## src/hw/mcd_pkg.sv

```systemverilog
/*
  Shared constants and carrier types for the motion command decoder.
  Assumes a single clock domain and a classic Wishbone register bus.
*/
package mcd_pkg;

  // ---------------------------------------------------------------
  // Register byte offsets
  // ---------------------------------------------------------------
  localparam logic [7:0] ADR_CMD_LO  = 8'h00; // Command bytes 0..3
  localparam logic [7:0] ADR_CMD_HI  = 8'h04; // Command bytes 4..7
  localparam logic [7:0] ADR_RSP_LO  = 8'h08; // Response bytes 0..3
  localparam logic [7:0] ADR_RSP_HI  = 8'h0C; // Response bytes 4..7
  localparam logic [7:0] ADR_MODE    = 8'h10; // Controller mode
  localparam logic [7:0] ADR_SCALE   = 8'h14; // User unit scale, Q16.16
  localparam logic [7:0] ADR_TGT_POS = 8'h18; // Stored target position
  localparam logic [7:0] ADR_MAX_VEL = 8'h1C; // Max velocity register

  // ---------------------------------------------------------------
  // Field positions and reset values
  // ---------------------------------------------------------------
  localparam int         BIT_LOAD       = 0;      // Load/start, byte 0
  localparam int         BIT_INCR       = 2;      // Incremental, byte 0
  localparam int         BIT_DIR        = 3;      // Direction, byte 0
  localparam int         BIT_ENABLE     = 7;      // Enable, byte 0
  localparam int         SCALE_FRAC     = 16;     // Scale fraction bits
  localparam logic [2:0] AXIS_NUM       = 3'h1;   // Fixed axis number
  localparam logic [31:0] SCALE_RST     = 32'h0001_0000; // Unity scale
  localparam logic [7:0] ERR_GENERAL    = 8'h1F;  // General error code
  localparam logic [7:0] ERR_BAD_CMD    = 8'h01;  // Unsupported command
  localparam logic [7:0] ERR_BAD_RSP    = 8'h02;  // Bad response type
  localparam logic [7:0] ERR_BAD_MODE   = 8'h03;  // Wrong mode

  // ---------------------------------------------------------------
  // Enumerations
  // ---------------------------------------------------------------
  typedef enum logic [1:0] {
    MODE_POSITION = 2'b00,
    MODE_VELOCITY = 2'b01,
    MODE_TORQUE   = 2'b10
  } mcd_mode_e;

  typedef enum logic [4:0] {
    CMD_TGT_POS = 5'h01, CMD_TGT_VEL = 5'h02, CMD_ACCEL = 5'h03,
    CMD_DECEL   = 5'h04, CMD_TORQUE  = 5'h05, CMD_SUPER = 5'h1A,
    CMD_CTRL    = 5'h1B, CMD_PARAM   = 5'h1F, RSP_ACT_POS = 5'h00
  } mcd_code_e;

  localparam logic [4:0] RSP_A_POS = 5'h01; // Actual position
  localparam logic [4:0] RSP_C_POS = 5'h02; // Commanded position
  localparam logic [4:0] RSP_A_VEL = 5'h03; // Actual velocity
  localparam logic [4:0] RSP_TORQ  = 5'h05; // Actual torque
  localparam logic [4:0] RSP_REG   = 5'h08; // Registration capture
  localparam logic [4:0] RSP_ERR   = 5'h14; // Error response

  // ---------------------------------------------------------------
  // Carriers
  // ---------------------------------------------------------------
  typedef struct packed {
    logic [31:0] payload;  // Bytes 7..4, byte 4 least significant
    logic [7:0]  rsp_sel;  // Byte 3
    logic [7:0]  cmd_type; // Byte 2
    logic [7:0]  spare;    // Byte 1
    logic [7:0]  ctrl;     // Byte 0
  } mcd_cmd_s;

  typedef struct packed {
    logic [31:0] act_pos;  // Actual position, counts
    logic [31:0] cmd_pos;  // Commanded position from trajectory
    logic [31:0] act_vel;  // Actual velocity, counts per second
    logic [31:0] torque;   // Actual torque, 1000 = 100 percent
    logic [31:0] reg_pos;  // Captured registration position
  } mcd_fb_s;

endpackage

```

## src/hw/mcd_decoder.sv

```systemverilog
/*
  Cyclic command decoder and response selector for a single motion axis.
  Assumes a classic Wishbone master, one clock, and a profile generator
  outside that consumes the move and run pulses and profile values.
*/
// Overview of operation
// - command type sits in byte two
// - accept only the eight listed command codes
// - motion commands request response 01,02,03,05,08
// - attribute commands answer with their own code
// - execute only on load bit rising edge
// - error response 14h overrides requested data
// - response codes select position, velocity, torque data
// - command 01 position, 05 torque mode only
// - target position from bytes four to seven
// - payload byte four least, seven most significant
// - move only if enabled, unfaulted; incremental bit
// - move uses programmed accel, decel, velocity
// - target position stored apart from commanded
// - position mode 02 loads scaled max velocity
// - velocity mode 02 starts continuous run
// - direction bit sampled: high forward, low reverse
// - velocity run ramps with programmed acceleration
// - load complete answers each load/start bit rise, legal or not
// - response byte three: type plus axis 001
`timescale 1ns/1ps
module mcd_decoder
(
  // Clock and reset
  input  wire logic            clock_i,
  input  wire logic            rst_n_i,
  // Wishbone slave
  input  wire logic            wb_cyc_i,
  input  wire logic            wb_stb_i,
  input  wire logic            wb_we_i,
  input  wire logic [7:0]      wb_adr_i,
  input  wire logic [3:0]      wb_sel_i,
  input  wire logic [31:0]     wb_dat_i,
  output logic      [31:0]     wb_dat_o,
  output logic                 wb_ack_o,
  // Axis feedback
  input  wire mcd_pkg::mcd_fb_s fb_i,
  input  wire logic            fault_i,
  // Profile generator side
  output logic      [31:0]     target_position_o,
  output logic      [31:0]     max_velocity_register_o,
  output logic      [31:0]     target_velocity_o,
  output logic      [31:0]     accel_o,
  output logic      [31:0]     decel_o,
  output logic                 move_start_o,
  output logic                 move_incremental_o,
  output logic                 run_velocity_forward_cmd_o,
  output logic                 run_velocity_reverse_cmd_o,
  output logic                 load_complete_o
);

  // ---------------------------------------------------------------
  // Declarations
  // ---------------------------------------------------------------
  mcd_pkg::mcd_cmd_s  cmd_q;          // Command message image
  mcd_pkg::mcd_mode_e mode_q;         // Controller mode
  logic [31:0]        user_unit_scale_q; // Counts to user units, Q16.16
  logic [4:0]         rsp_type_q;     // Active response type
  logic [7:0]         err_code_q;     // Additional error code
  logic [31:0]        rsp_hi_q;       // Response bytes 4..7
  logic [31:0]        tgt_pos_q;      // Stored target position
  logic [31:0]        max_vel_q;      // Max velocity register
  logic [31:0]        tgt_vel_q;      // Run velocity
  logic [31:0]        accel_q;        // Programmed acceleration
  logic [31:0]        decel_q;        // Programmed deceleration
  logic               move_q;         // Point move start pulse
  logic               incr_q;         // Move is relative
  logic               run_fwd_q;      // Forward run pulse
  logic               run_rev_q;      // Reverse run pulse
  logic               load_cmp_q;     // Load complete flag
  logic               ack_q;          // Bus acknowledge
  logic [31:0]        dat_q;          // Bus read data
  logic [31:0]        wmask;          // Byte lane write mask
  logic               wr_stb;         // Write taken this edge
  logic               exec;           // Execute pulse
  logic               ok;             // Command is legal
  logic [7:0]         err_code;       // Reason when not legal
  logic [63:0]        scaled;         // Payload times scale
  logic [31:0]        rsp_lo;         // Response bytes 0..3
  logic [7:0]         cmd_code;       // Byte two command type

  assign cmd_code = cmd_q.cmd_type;

  // ---------------------------------------------------------------
  // Wishbone slave
  // ---------------------------------------------------------------

  // Lane mask from byte selects
  for (genvar g = 0; g < 4; g++)
  begin : g_lane
    assign wmask[8*g +: 8] = {8{wb_sel_i[g]}};
  end

  // Write takes effect on the acknowledging edge
  assign wr_stb = wb_cyc_i & wb_stb_i & wb_we_i & ack_q;

  // One wait state, ack for exactly one cycle
  always_ff @(posedge clock_i or negedge rst_n_i)
  begin
    if (!rst_n_i)
      ack_q <= 1'b0;
    else
      ack_q <= wb_cyc_i & wb_stb_i & ~ack_q;
  end

  // Command message image
  always_ff @(posedge clock_i or negedge rst_n_i)
  begin
    if (!rst_n_i)
      cmd_q <= '0;
    else if (wr_stb && wb_adr_i == mcd_pkg::ADR_CMD_LO)
      cmd_q[31:0] <= (cmd_q[31:0] & ~wmask) | (wb_dat_i & wmask);
    else if (wr_stb && wb_adr_i == mcd_pkg::ADR_CMD_HI)
      // Byte four lands in the low lane of the payload
      cmd_q[63:32] <= (cmd_q[63:32] & ~wmask) | (wb_dat_i & wmask);
  end

  // Mode and scale configuration
  always_ff @(posedge clock_i or negedge rst_n_i)
  begin
    if (!rst_n_i)
    begin
      mode_q            <= mcd_pkg::MODE_POSITION;
      user_unit_scale_q <= mcd_pkg::SCALE_RST;
    end
    else if (wr_stb && wb_adr_i == mcd_pkg::ADR_MODE && wb_sel_i[0])
      mode_q <= mcd_pkg::mcd_mode_e'(wb_dat_i[1:0]);
    else if (wr_stb && wb_adr_i == mcd_pkg::ADR_SCALE)
      user_unit_scale_q <= (user_unit_scale_q & ~wmask) | (wb_dat_i & wmask);
  end

  // Read data, unmapped addresses read zero
  always_ff @(posedge clock_i or negedge rst_n_i)
  begin
    if (!rst_n_i)
      dat_q <= 32'h0000_0000;
    else if (!(wb_cyc_i && wb_stb_i && !ack_q))
      dat_q <= 32'h0000_0000;
    else if (wb_adr_i == mcd_pkg::ADR_CMD_LO)
      dat_q <= cmd_q[31:0];
    else if (wb_adr_i == mcd_pkg::ADR_CMD_HI)
      dat_q <= cmd_q[63:32];
    else if (wb_adr_i == mcd_pkg::ADR_RSP_LO)
      dat_q <= rsp_lo;
    else if (wb_adr_i == mcd_pkg::ADR_RSP_HI)
      dat_q <= rsp_hi_q;
    else if (wb_adr_i == mcd_pkg::ADR_MODE)
      dat_q <= {30'h0, mode_q};
    else if (wb_adr_i == mcd_pkg::ADR_SCALE)
      dat_q <= user_unit_scale_q;
    else if (wb_adr_i == mcd_pkg::ADR_TGT_POS)
      dat_q <= tgt_pos_q;
    else if (wb_adr_i == mcd_pkg::ADR_MAX_VEL)
      dat_q <= max_vel_q;
    else
      dat_q <= 32'h0000_0000;
  end

  // ---------------------------------------------------------------
  // Command decode
  // ---------------------------------------------------------------

  // Master drops load bit before new data, so each rise is one command
  mcd_rise_det u_rise
  (
    .clock_i (clock_i),
    .rst_n_i (rst_n_i),
    .level_i (cmd_q.ctrl[mcd_pkg::BIT_LOAD]),
    .rise_o  (exec)
  );

  // Legality of code, response type and mode
  mcd_validate u_val
  (
    .cmd_type_i (cmd_code),
    .rsp_type_i (cmd_q.rsp_sel[4:0]),
    .mode_i     (mode_q),
    .ok_o       (ok),
    .err_code_o (err_code)
  );

  // Counts per second into user units
  assign scaled = $signed(cmd_q.payload) * $signed(user_unit_scale_q);

  // Response type latched at execution
  always_ff @(posedge clock_i or negedge rst_n_i)
  begin
    if (!rst_n_i)
    begin
      rsp_type_q <= mcd_pkg::RSP_A_POS;
      err_code_q <= 8'h00;
    end
    else if (exec && !ok)
    begin
      // Error reply replaces whatever was requested
      rsp_type_q <= mcd_pkg::RSP_ERR;
      err_code_q <= err_code;
    end
    else if (exec)
      rsp_type_q <= cmd_q.rsp_sel[4:0];
  end

  // Target position held apart from trajectory position
  always_ff @(posedge clock_i or negedge rst_n_i)
  begin
    if (!rst_n_i)
      tgt_pos_q <= 32'h0000_0000;
    else if (exec && ok && cmd_code == 8'h01)
      tgt_pos_q <= cmd_q.payload;
  end

  // Point move start, gated by enable and fault
  always_ff @(posedge clock_i or negedge rst_n_i)
  begin
    if (!rst_n_i)
    begin
      move_q <= 1'b0;
      incr_q <= 1'b0;
    end
    else
    begin
      move_q <= exec && ok && cmd_code == 8'h01 && !fault_i
                && cmd_q.ctrl[mcd_pkg::BIT_ENABLE];
      if (exec && ok && cmd_code == 8'h01)
        incr_q <= cmd_q.ctrl[mcd_pkg::BIT_INCR];
    end
  end

  // Target velocity: max velocity or continuous run
  always_ff @(posedge clock_i or negedge rst_n_i)
  begin
    if (!rst_n_i)
    begin
      max_vel_q <= 32'h0000_0000;
      tgt_vel_q <= 32'h0000_0000;
      run_fwd_q <= 1'b0;
      run_rev_q <= 1'b0;
    end
    else
    begin
      run_fwd_q <= 1'b0;
      run_rev_q <= 1'b0;
      if (exec && ok && cmd_code == 8'h02 && mode_q == mcd_pkg::MODE_POSITION)
        max_vel_q <= scaled[mcd_pkg::SCALE_FRAC +: 32];
      else if (exec && ok && cmd_code == 8'h02)
      begin
        // Direction sampled on the load edge
        tgt_vel_q <= cmd_q.payload;
        run_fwd_q <= cmd_q.ctrl[mcd_pkg::BIT_DIR];
        run_rev_q <= !cmd_q.ctrl[mcd_pkg::BIT_DIR];
      end
    end
  end

  // Programmed ramp rates used by both move kinds
  always_ff @(posedge clock_i or negedge rst_n_i)
  begin
    if (!rst_n_i)
    begin
      accel_q <= 32'h0000_0000;
      decel_q <= 32'h0000_0000;
    end
    else if (exec && ok && cmd_code == 8'h03)
      accel_q <= scaled[mcd_pkg::SCALE_FRAC +: 32];
    else if (exec && ok && cmd_code == 8'h04)
      decel_q <= scaled[mcd_pkg::SCALE_FRAC +: 32];
  end

  // Load complete: set on every execute pulse, legal or not, cleared when load bit drops
  always_ff @(posedge clock_i or negedge rst_n_i)
  begin
    if (!rst_n_i)
      load_cmp_q <= 1'b0;
    else if (exec)
      load_cmp_q <= 1'b1;
    else if (!cmd_q.ctrl[mcd_pkg::BIT_LOAD])
      load_cmp_q <= 1'b0;
  end

  // ---------------------------------------------------------------
  // Response message
  // ---------------------------------------------------------------

  // Byte two status, byte three type and axis
  assign rsp_lo = {mcd_pkg::AXIS_NUM, rsp_type_q, load_cmp_q, 7'h00, 16'h0000};

  // Data bytes follow live feedback for the latched type
  always_ff @(posedge clock_i or negedge rst_n_i)
  begin
    if (!rst_n_i)
      rsp_hi_q <= 32'h0000_0000;
    else if (rsp_type_q == mcd_pkg::RSP_ERR)
      rsp_hi_q <= {16'h0000, err_code_q, mcd_pkg::ERR_GENERAL};
    else if (rsp_type_q == mcd_pkg::RSP_A_POS)
      rsp_hi_q <= fb_i.act_pos;
    else if (rsp_type_q == mcd_pkg::RSP_C_POS)
      rsp_hi_q <= fb_i.cmd_pos;
    else if (rsp_type_q == mcd_pkg::RSP_A_VEL)
      rsp_hi_q <= fb_i.act_vel;
    else if (rsp_type_q == mcd_pkg::RSP_TORQ)
      rsp_hi_q <= fb_i.torque;
    else if (rsp_type_q == mcd_pkg::RSP_REG)
      rsp_hi_q <= fb_i.reg_pos;
    else
      rsp_hi_q <= 32'h0000_0000;
  end

  // ---------------------------------------------------------------
  // Outputs
  // ---------------------------------------------------------------
  assign wb_ack_o                   = ack_q;
  assign wb_dat_o                   = dat_q;
  assign target_position_o          = tgt_pos_q;
  assign max_velocity_register_o    = max_vel_q;
  assign target_velocity_o          = tgt_vel_q;
  assign accel_o                    = accel_q;
  assign decel_o                    = decel_q;
  assign move_start_o               = move_q;
  assign move_incremental_o         = incr_q;
  assign run_velocity_forward_cmd_o = run_fwd_q;
  assign run_velocity_reverse_cmd_o = run_rev_q;
  assign load_complete_o            = load_cmp_q;

  // ---------------------------------------------------------------
  // Assertions
  // ---------------------------------------------------------------
  localparam logic [1:0] MODE_VEL_C = 2'b01; // Velocity mode for checks
endmodule // mcd_decoder

```

## src/hw/mcd_rise_det.sv

```systemverilog
/*
  Rising edge detector for the load/start bit.
  Assumes the level input is synchronous to clock_i.
*/
`timescale 1ns/1ps
module mcd_rise_det
(
  // Clock and reset
  input  wire logic clock_i,
  input  wire logic rst_n_i,
  // Level in, pulse out
  input  wire logic level_i,
  output logic      rise_o
);

  logic prev_q; // Level seen on the last edge

  // Remember the previous level
  always_ff @(posedge clock_i or negedge rst_n_i)
  begin
    if (!rst_n_i)
      prev_q <= 1'b0;
    else
      prev_q <= level_i;
  end

  // One pulse on a low to high change only
  assign rise_o = level_i & ~prev_q;

endmodule // mcd_rise_det

```

## src/hw/mcd_validate.sv

```systemverilog
/*
  Combinational legality check of command type, response type and mode.
  Assumes inputs are stable while the execute pulse is high.
*/
`timescale 1ns/1ps
module mcd_validate
(
  // Command fields
  input  wire logic [7:0] cmd_type_i,
  input  wire logic [4:0] rsp_type_i,
  input  wire logic [1:0] mode_i,
  // Verdict
  output logic            ok_o,
  output logic [7:0]      err_code_o
);

  logic known;   // Supported command type
  logic attr;    // Attribute or parameter command
  logic rsp_ok;  // Response type legal for command
  logic mode_ok; // Command legal in this mode

  always_comb
  begin
    known   = (cmd_type_i >= 8'h01 && cmd_type_i <= 8'h05) || cmd_type_i == 8'h1A
              || cmd_type_i == 8'h1B || cmd_type_i == 8'h1F;
    attr    = cmd_type_i[4];
    // Attribute commands answer with their own code only
    if (attr)
      rsp_ok = ({3'h0, rsp_type_i} == cmd_type_i);
    else
      rsp_ok = rsp_type_i == mcd_pkg::RSP_A_POS || rsp_type_i == mcd_pkg::RSP_C_POS
               || rsp_type_i == mcd_pkg::RSP_A_VEL || rsp_type_i == mcd_pkg::RSP_TORQ
               || rsp_type_i == mcd_pkg::RSP_REG;
    // Mode restrictions per command
    if (attr)
      mode_ok = 1'b1;
    else if (cmd_type_i == 8'h01)
      mode_ok = mode_i == mcd_pkg::MODE_POSITION;
    else if (cmd_type_i == 8'h05)
      mode_ok = mode_i == mcd_pkg::MODE_TORQUE;
    else
      mode_ok = mode_i == mcd_pkg::MODE_POSITION || mode_i == mcd_pkg::MODE_VELOCITY;
    ok_o = known && rsp_ok && mode_ok;
    if (!known)
      err_code_o = mcd_pkg::ERR_BAD_CMD;
    else if (!rsp_ok)
      err_code_o = mcd_pkg::ERR_BAD_RSP;
    else
      err_code_o = mcd_pkg::ERR_BAD_MODE;
  end

endmodule // mcd_validate

```

## config.mk

```make
export PLATFORM = sky130hd
export DESIGN_NAME = mcd_decoder
export DESIGN_NICKNAME = d
export VERILOG_FILES = /design/src/hw/mcd_pkg.sv /design/src/hw/mcd_decoder.sv /design/src/hw/mcd_rise_det.sv /design/src/hw/mcd_validate.sv
export SDC_FILE = /design/constraint.sdc
export NUM_CORES = 2
export LEC_CHECK = 0
export ABC_AREA = 1
export ABC_CLOCK_PERIOD_IN_PS = 7400
export BUFFER_PORTS_ARGS = -buffer_cell sky130_fd_sc_hd__buf_2
export CORE_UTILIZATION = 45
export DETAILED_ROUTE_END_ITERATION = 16
export HOLD_SLACK_MARGIN = 0.1
export PLACE_DENSITY = 0.64
export SYNTH_ARGS = -nofsm -noshare
export SYNTH_HDL_FRONTEND = slang
export SYNTH_HIERARCHICAL = 1
export SYNTH_SLANG_ARGS = --single-unit
```

## constraint.sdc

```tcl
create_clock -name clock_i -period 7.4 [get_ports clock_i]
set_input_delay 0.74 -clock clock_i [delete_from_list [all_inputs] [get_ports clock_i]]
set_output_delay 0.74 -clock clock_i [all_outputs]
set_load 0.02 [all_outputs]
```

; ---- Word-level counts from Yosys, hierarchy flattened
; Cells that the tools add are included.
[classes]
muxes = 29
eq_ne = 30
bitwise_logic = 19
multipliers = 1
reduce_logical = 38
n_lt_le_gt_ge = 2
[ops]
columns = op, n
row1 = 32-bit 2-to-1 mux, 15
row2 = 32-bit AND, 4
row3 = 32-bit bitwise OR, 3
row4 = 8-bit by 5-bit == test with 1-bit output (second input constant), 7
row5 = 32-bit by 32-bit multiplier with 48-bit output, 1
row6 = 32-bit inverter, 1
row7 = 8-bit by 3-bit == test with 1-bit output (second input constant), 3
row8 = 5-bit by 2-bit == test with 1-bit output (second input constant), 4
row9 = 1-bit logical AND, 19
row10 = 8-bit by 2-bit == test with 1-bit output (second input constant), 2
row11 = 8-bit by 4-bit == test with 1-bit output (second input constant), 2
row12 = 1-bit 2-to-1 mux, 11
row13 = 5-bit by 1-bit == test with 1-bit output (second input constant), 2
row14 = 5-bit by 3-bit == test with 1-bit output (second input constant), 2
row15 = 5-bit by 4-bit == test with 1-bit output (second input constant), 2
row16 = 5-bit 2-to-1 mux, 2
row17 = 5-bit by 8-bit == test with 1-bit output, 1
row18 = 8-bit by 1-bit == test with 1-bit output (second input constant), 1
row19 = 8-bit by 1-bit greater-or-equal comparator with 1-bit output (second input constant), 1
row20 = 8-bit by 3-bit <= comparator with 1-bit output (second input constant), 1
row21 = 8-bit zero test, 1
row22 = 1-bit logical OR, 8
row23 = 8-bit 2-to-1 mux, 1
row24 = 2-bit AND reduction, 4
row25 = other kinds (9), 21
[totals]
in_bits = 210
wordCells = 142
output_inout_bits = 198
register_bits = 342

; ---- Longest topological paths before layout
[depth]
word_depth = 13
ltp_mapped = 36
ltp_nobuf = 34

; ---- Hierarchy
; The synthesis kept the hierarchy.
[by_module_without_submodules]
columns = mod, seq_area_each_um2, area_per_inst_um2, cells_each, instances
row1 = mcd_decoder, 8535.7, 45278.4, 5705, 1
row2 = mcd_validate, 0.0, 346.6, 70, 1
row3 = mcd_rise_det, 25.0, 35.0, 3, 1

; ---- Worst setup path before layout
; No wires, ideal clock.
[synth_path]
path_type = register to register
startpoint = reg (tool-made name)
endpoint = reg max_vel_q[26] (netlist: max_velocity_register_o[26])
required_ps = 7274
period_less_slack_ps = 6672
path_slack_ps = 728
n_path_buf = 2
setup_time_ps = 126
stages_incl_launch_ff = 24
t_arrival_ps = 6546
path_cell_list = dfrtp_1 > buf_2 > buf_1 > nand2_1 > inv_1 > fa_1 > fa_1 > fa_1 > inv_1 > fa_1 > fa_1 > fa_1 > fa_1 > fa_1 > inv_1 > ha_1 > a21o_1 > a21oi_1 > nor3_1 > nor3_1 > nand3_1 > or2_2 > nand3_1 > o21ai_0
[synth_rtl]
columns = element, line
row1 = "end signal, assigned", mcd_decoder.sv:249  ; max_vel_q <= scaled[mcd_pkg::SCALE_FRAC +: 32];
row2 = "end, declared", mcd_decoder.sv:67  ; logic [31:0] max_vel_q;

==> flow_summary.json <==
{
  "muxShareOfSynthArea_pct": 0.222,
  "synth.avg_cell_area_um2": 7.90,
  "synth-async-reset-ratio_pct": 100,
  "io_pins": 408,
  "holdCritPathClass": "primary input to asynchronous set/reset pin",
  "fin_nets": 7406,
  "reg2reg_slack_ns": 0.19,
  "drc": 0,
  "slew_violations": 0,
  "yosys.area_share.simple_pct": 18.4,
  "powerDensity_mw_per_mm2": 75.9,
  "endpoint_kind": "register",
  "synth-edff-count": 0,
  "synth_fa_ha_area_share_pct": 41.2,
  "synth_commonest_cells": "1695 x nand2_1, 1504 x inv_1, 838 x fa_1, 340 x dfrtp_1, 249 x o21ai_0",
  "final_area_mm2": 0.0525,
  "start_kind": "register",
  "worstPathArrival_ns": 7.63,
  "insertion_delay_ns": 0.58,
  "hold_viol": 0,
  "track_usage_pct": 32.2,
  "synth_compound_area_share_pct": 6.17,
  "ys_seq_elements": 342,
  "grt_first_pass_wirelength_um": 248000,
  "core-area_mm2": 0.100,
  "numCtsBuffers": 37,
  "overflow": 0,
  "yosysWarnings": 6,
  "cts_root_buffer": "clkbuf_16",
  "netlist_area_mm2": 0.0457,
  "fin_ws_ns": 0.192,
  "critPathRequiredTime_ns": 7.82,
  "grt_pass1_vias": 40900,
  "drt-met1-wl_um": 62000,
  "placed_area_mm2": 0.0507,
  "status": "finished clean",
  "synth_area_leader_cell": "fa_1",
  "routed.top_layer": "met4",
  "critical_path_class": "register to register",
  "finalSetupViolCount": 0,
  "via_count": 39200,
  "initial_utilization_pct": 45.5,
  "clk_path_buf_depth": 3,
  "wl_met2_um": 73900,
  "cap_violations": 0,
  "synth.area.top_cells": "fa_1 37%, dfrtp_1 19%, nand2_1 14%",
  "wl_met3_um": 13800,
  "final_cells": 7589,
  "ff2ff_path_depth": 24,
  "gp_congestion": 1.06,
  "synthDistinctLibCells": 52,
  "dieWidth_um": 321,
  "min_period_over_period_pct": 97.4,
  "clk_pin_slew_ns": 0.07,
  "dp_slack_ns": -0.543,
  "synth-main-ff-cell": "dfrtp_1",
  "fmax_mhz": 139,
  "skew_ns": 0.0277,
  "slew_headroom_pct": 14.8,
  "via_per_inst": 5.17,
  "antenna_left": 0,
  "wl_um": 161000,
  "synth_top_family_by_area": "adder cells",
  "cts_tree": "done",
  "num_rows": 116,
  "first_pass_iters": 6,
  "period_minus_slack_ns": 7.21,
  "synth_cells": 5778,
  "synth_most_common_cell": "nand2_1",
  "wl_per_cell_um": 21.2,
  "dp_cells": 7501,
  "dp_hpwl_um": 133000,
  "htreeDepth": 2,
  "ys_seq_area_share_pct": 18.7,
  "rsz0062_at_grt": "true",
  "ir_worst_vdd_mv": 0.206,
  "die-area_mm2": 0.103,
  "grt_antenna_before_repair": 11,
  "synth.top_cell.area_share_pct": 36.7,
  "worst-path-max-fanout": 12,
  "grt_start_max_net_pins": 148,
  "synth_xor_area_share_pct": 0.115,
  "portBuffers": 407,
  "die_h_um": 321,
  "area_growth_syn_to_layout_pct": 14.9,
  "drt_iter0_drc": 3547,
  "power.leakage_nw": 29.9,
  "drive_gt1_share_pct": 14.2,
  "tightest_slew_ns": 1.28,
  "clock_sinks": 342
}
==> per-layer routing <==
metal	vias to the layer above	track usage (%)
li1	17500	-
met1	19500	41.4
met2	1844	51.6
met3	381	5.46
met4	0	18.4
met5	-	0
==> where the power goes <==
part / leakage, nW / switching, mW / internal, mW
sequential: 4.73 / 0.00452 / 1.87
combinational: 24.5 / 0.103 / 0.0546
clock: 0.605 / 0.849 / 1.10
total: 29.9 / 0.957 / 3.03
==> stage by stage <==
step | utilization [%] | setup TNS, ns | hold slack (ns) | total power, mW
2_1_floorplan | - | 0 | 0.413 | 1.94
3_5_place_dp | 50.5 | -5.79 | 0.460 | 2.07
4_1_cts | 51.8 | 0 | 0.106 | 4.00
3_3_place_gp | 50.5 | -5.09 | 0.454 | 2.07
6_report | 52.3 | 0 | 0.105 | 3.99
5_1_grt | 52.3 | -0.160 | 0.141 | 4.08
==> worst max-delay path, cell delays in order (launching register included) <==
cell	delay, ns
dfrtp_2	0.47
buf_4	0.18
buf_4	0.18
nand2_1	0.08
inv_1	0.05
fa_1	0.56
fa_1	0.44
fa_1	0.51
inv_1	0.05
fa_1	0.47
inv_1	0.05
fa_1	0.50
fa_1	0.47
fa_1	0.60
fa_1	0.51
ha_1	0.33
a21oi_1	0.24
o21ai_0	0.21
a21oi_2	0.27
nor2_1	0.08
nor3_2	0.13
nand3_2	0.15
or2_2	0.33
nand3_1	0.07
o21ai_0	0.09
==> kinds of logic after synthesis <==
logic type / count (synthesis)
AOI/OAI and AO/OA: 493
xor gates and xnor gates: 6
adders and majority gates: 1001
buffers and inverters: 1824
DFF: 342
muxes: 9
other: 1
and+or+nand+nor: 2102
==> layout by cell type (no fill, tap or decap), types with 7 or more instances in the layout <==
cell type	Yosys	final
a21oi_1	82	71
a21oi_2	0	9
a221oi_1	36	36
a31oi_1	40	40
buf_12	0	42
buf_2	34	406
buf_4	8	228
clkbuf_1	243	7
clkbuf_16	0	40
clkinv_2	0	9
dfrtp_1	340	323
dfrtp_2	0	15
diode_2	0	9
fa_1	838	827
fa_2	0	11
ha_1	163	147
ha_4	0	11
inv_1	1504	1502
inv_2	10	12
mux2_2	9	9
nand2_1	1695	1692
nand2_2	11	14
nand3_1	150	148
nand3b_1	24	24
nand4_1	19	19
nor2_1	158	136
nor2_2	2	21
nor3_1	18	14
o211ai_1	21	21
o21ai_0	249	243
o21ai_1	24	29
o21bai_1	11	9
or2_2	8	8
==> final timing paths <==
kind                                                to
max                        max_velocity_register_o[26]
min                                         decel_o[0]
max reg2reg                max_velocity_register_o[26]
min reg2reg                                accel_o[29]
max in group asynchronous   asynchronous set/reset pin
min in group clock_i                      move_start_o
==> cell type report <==
type	count	area [um^2]
well taps	1357	1700
multi-input cells	3617	30600
flip-flops and latches	342	8590
fillers	9583	47800
inverters	1517	5690
clock buffers	48	1030
clock inverters	19	196
repair buffers	680	4650
diodes	9	22.5
==> repair_timing <==
item                       4_1_cts  5_1_grt
hold buffers                     0        0
gates resized for setup         16      102
pin swaps                        0        6
setup endpoints to repair       24       63
buffers inserted                 0       11
cloned                           0        1
Note: power is estimated with default switching activity, not from simulation.
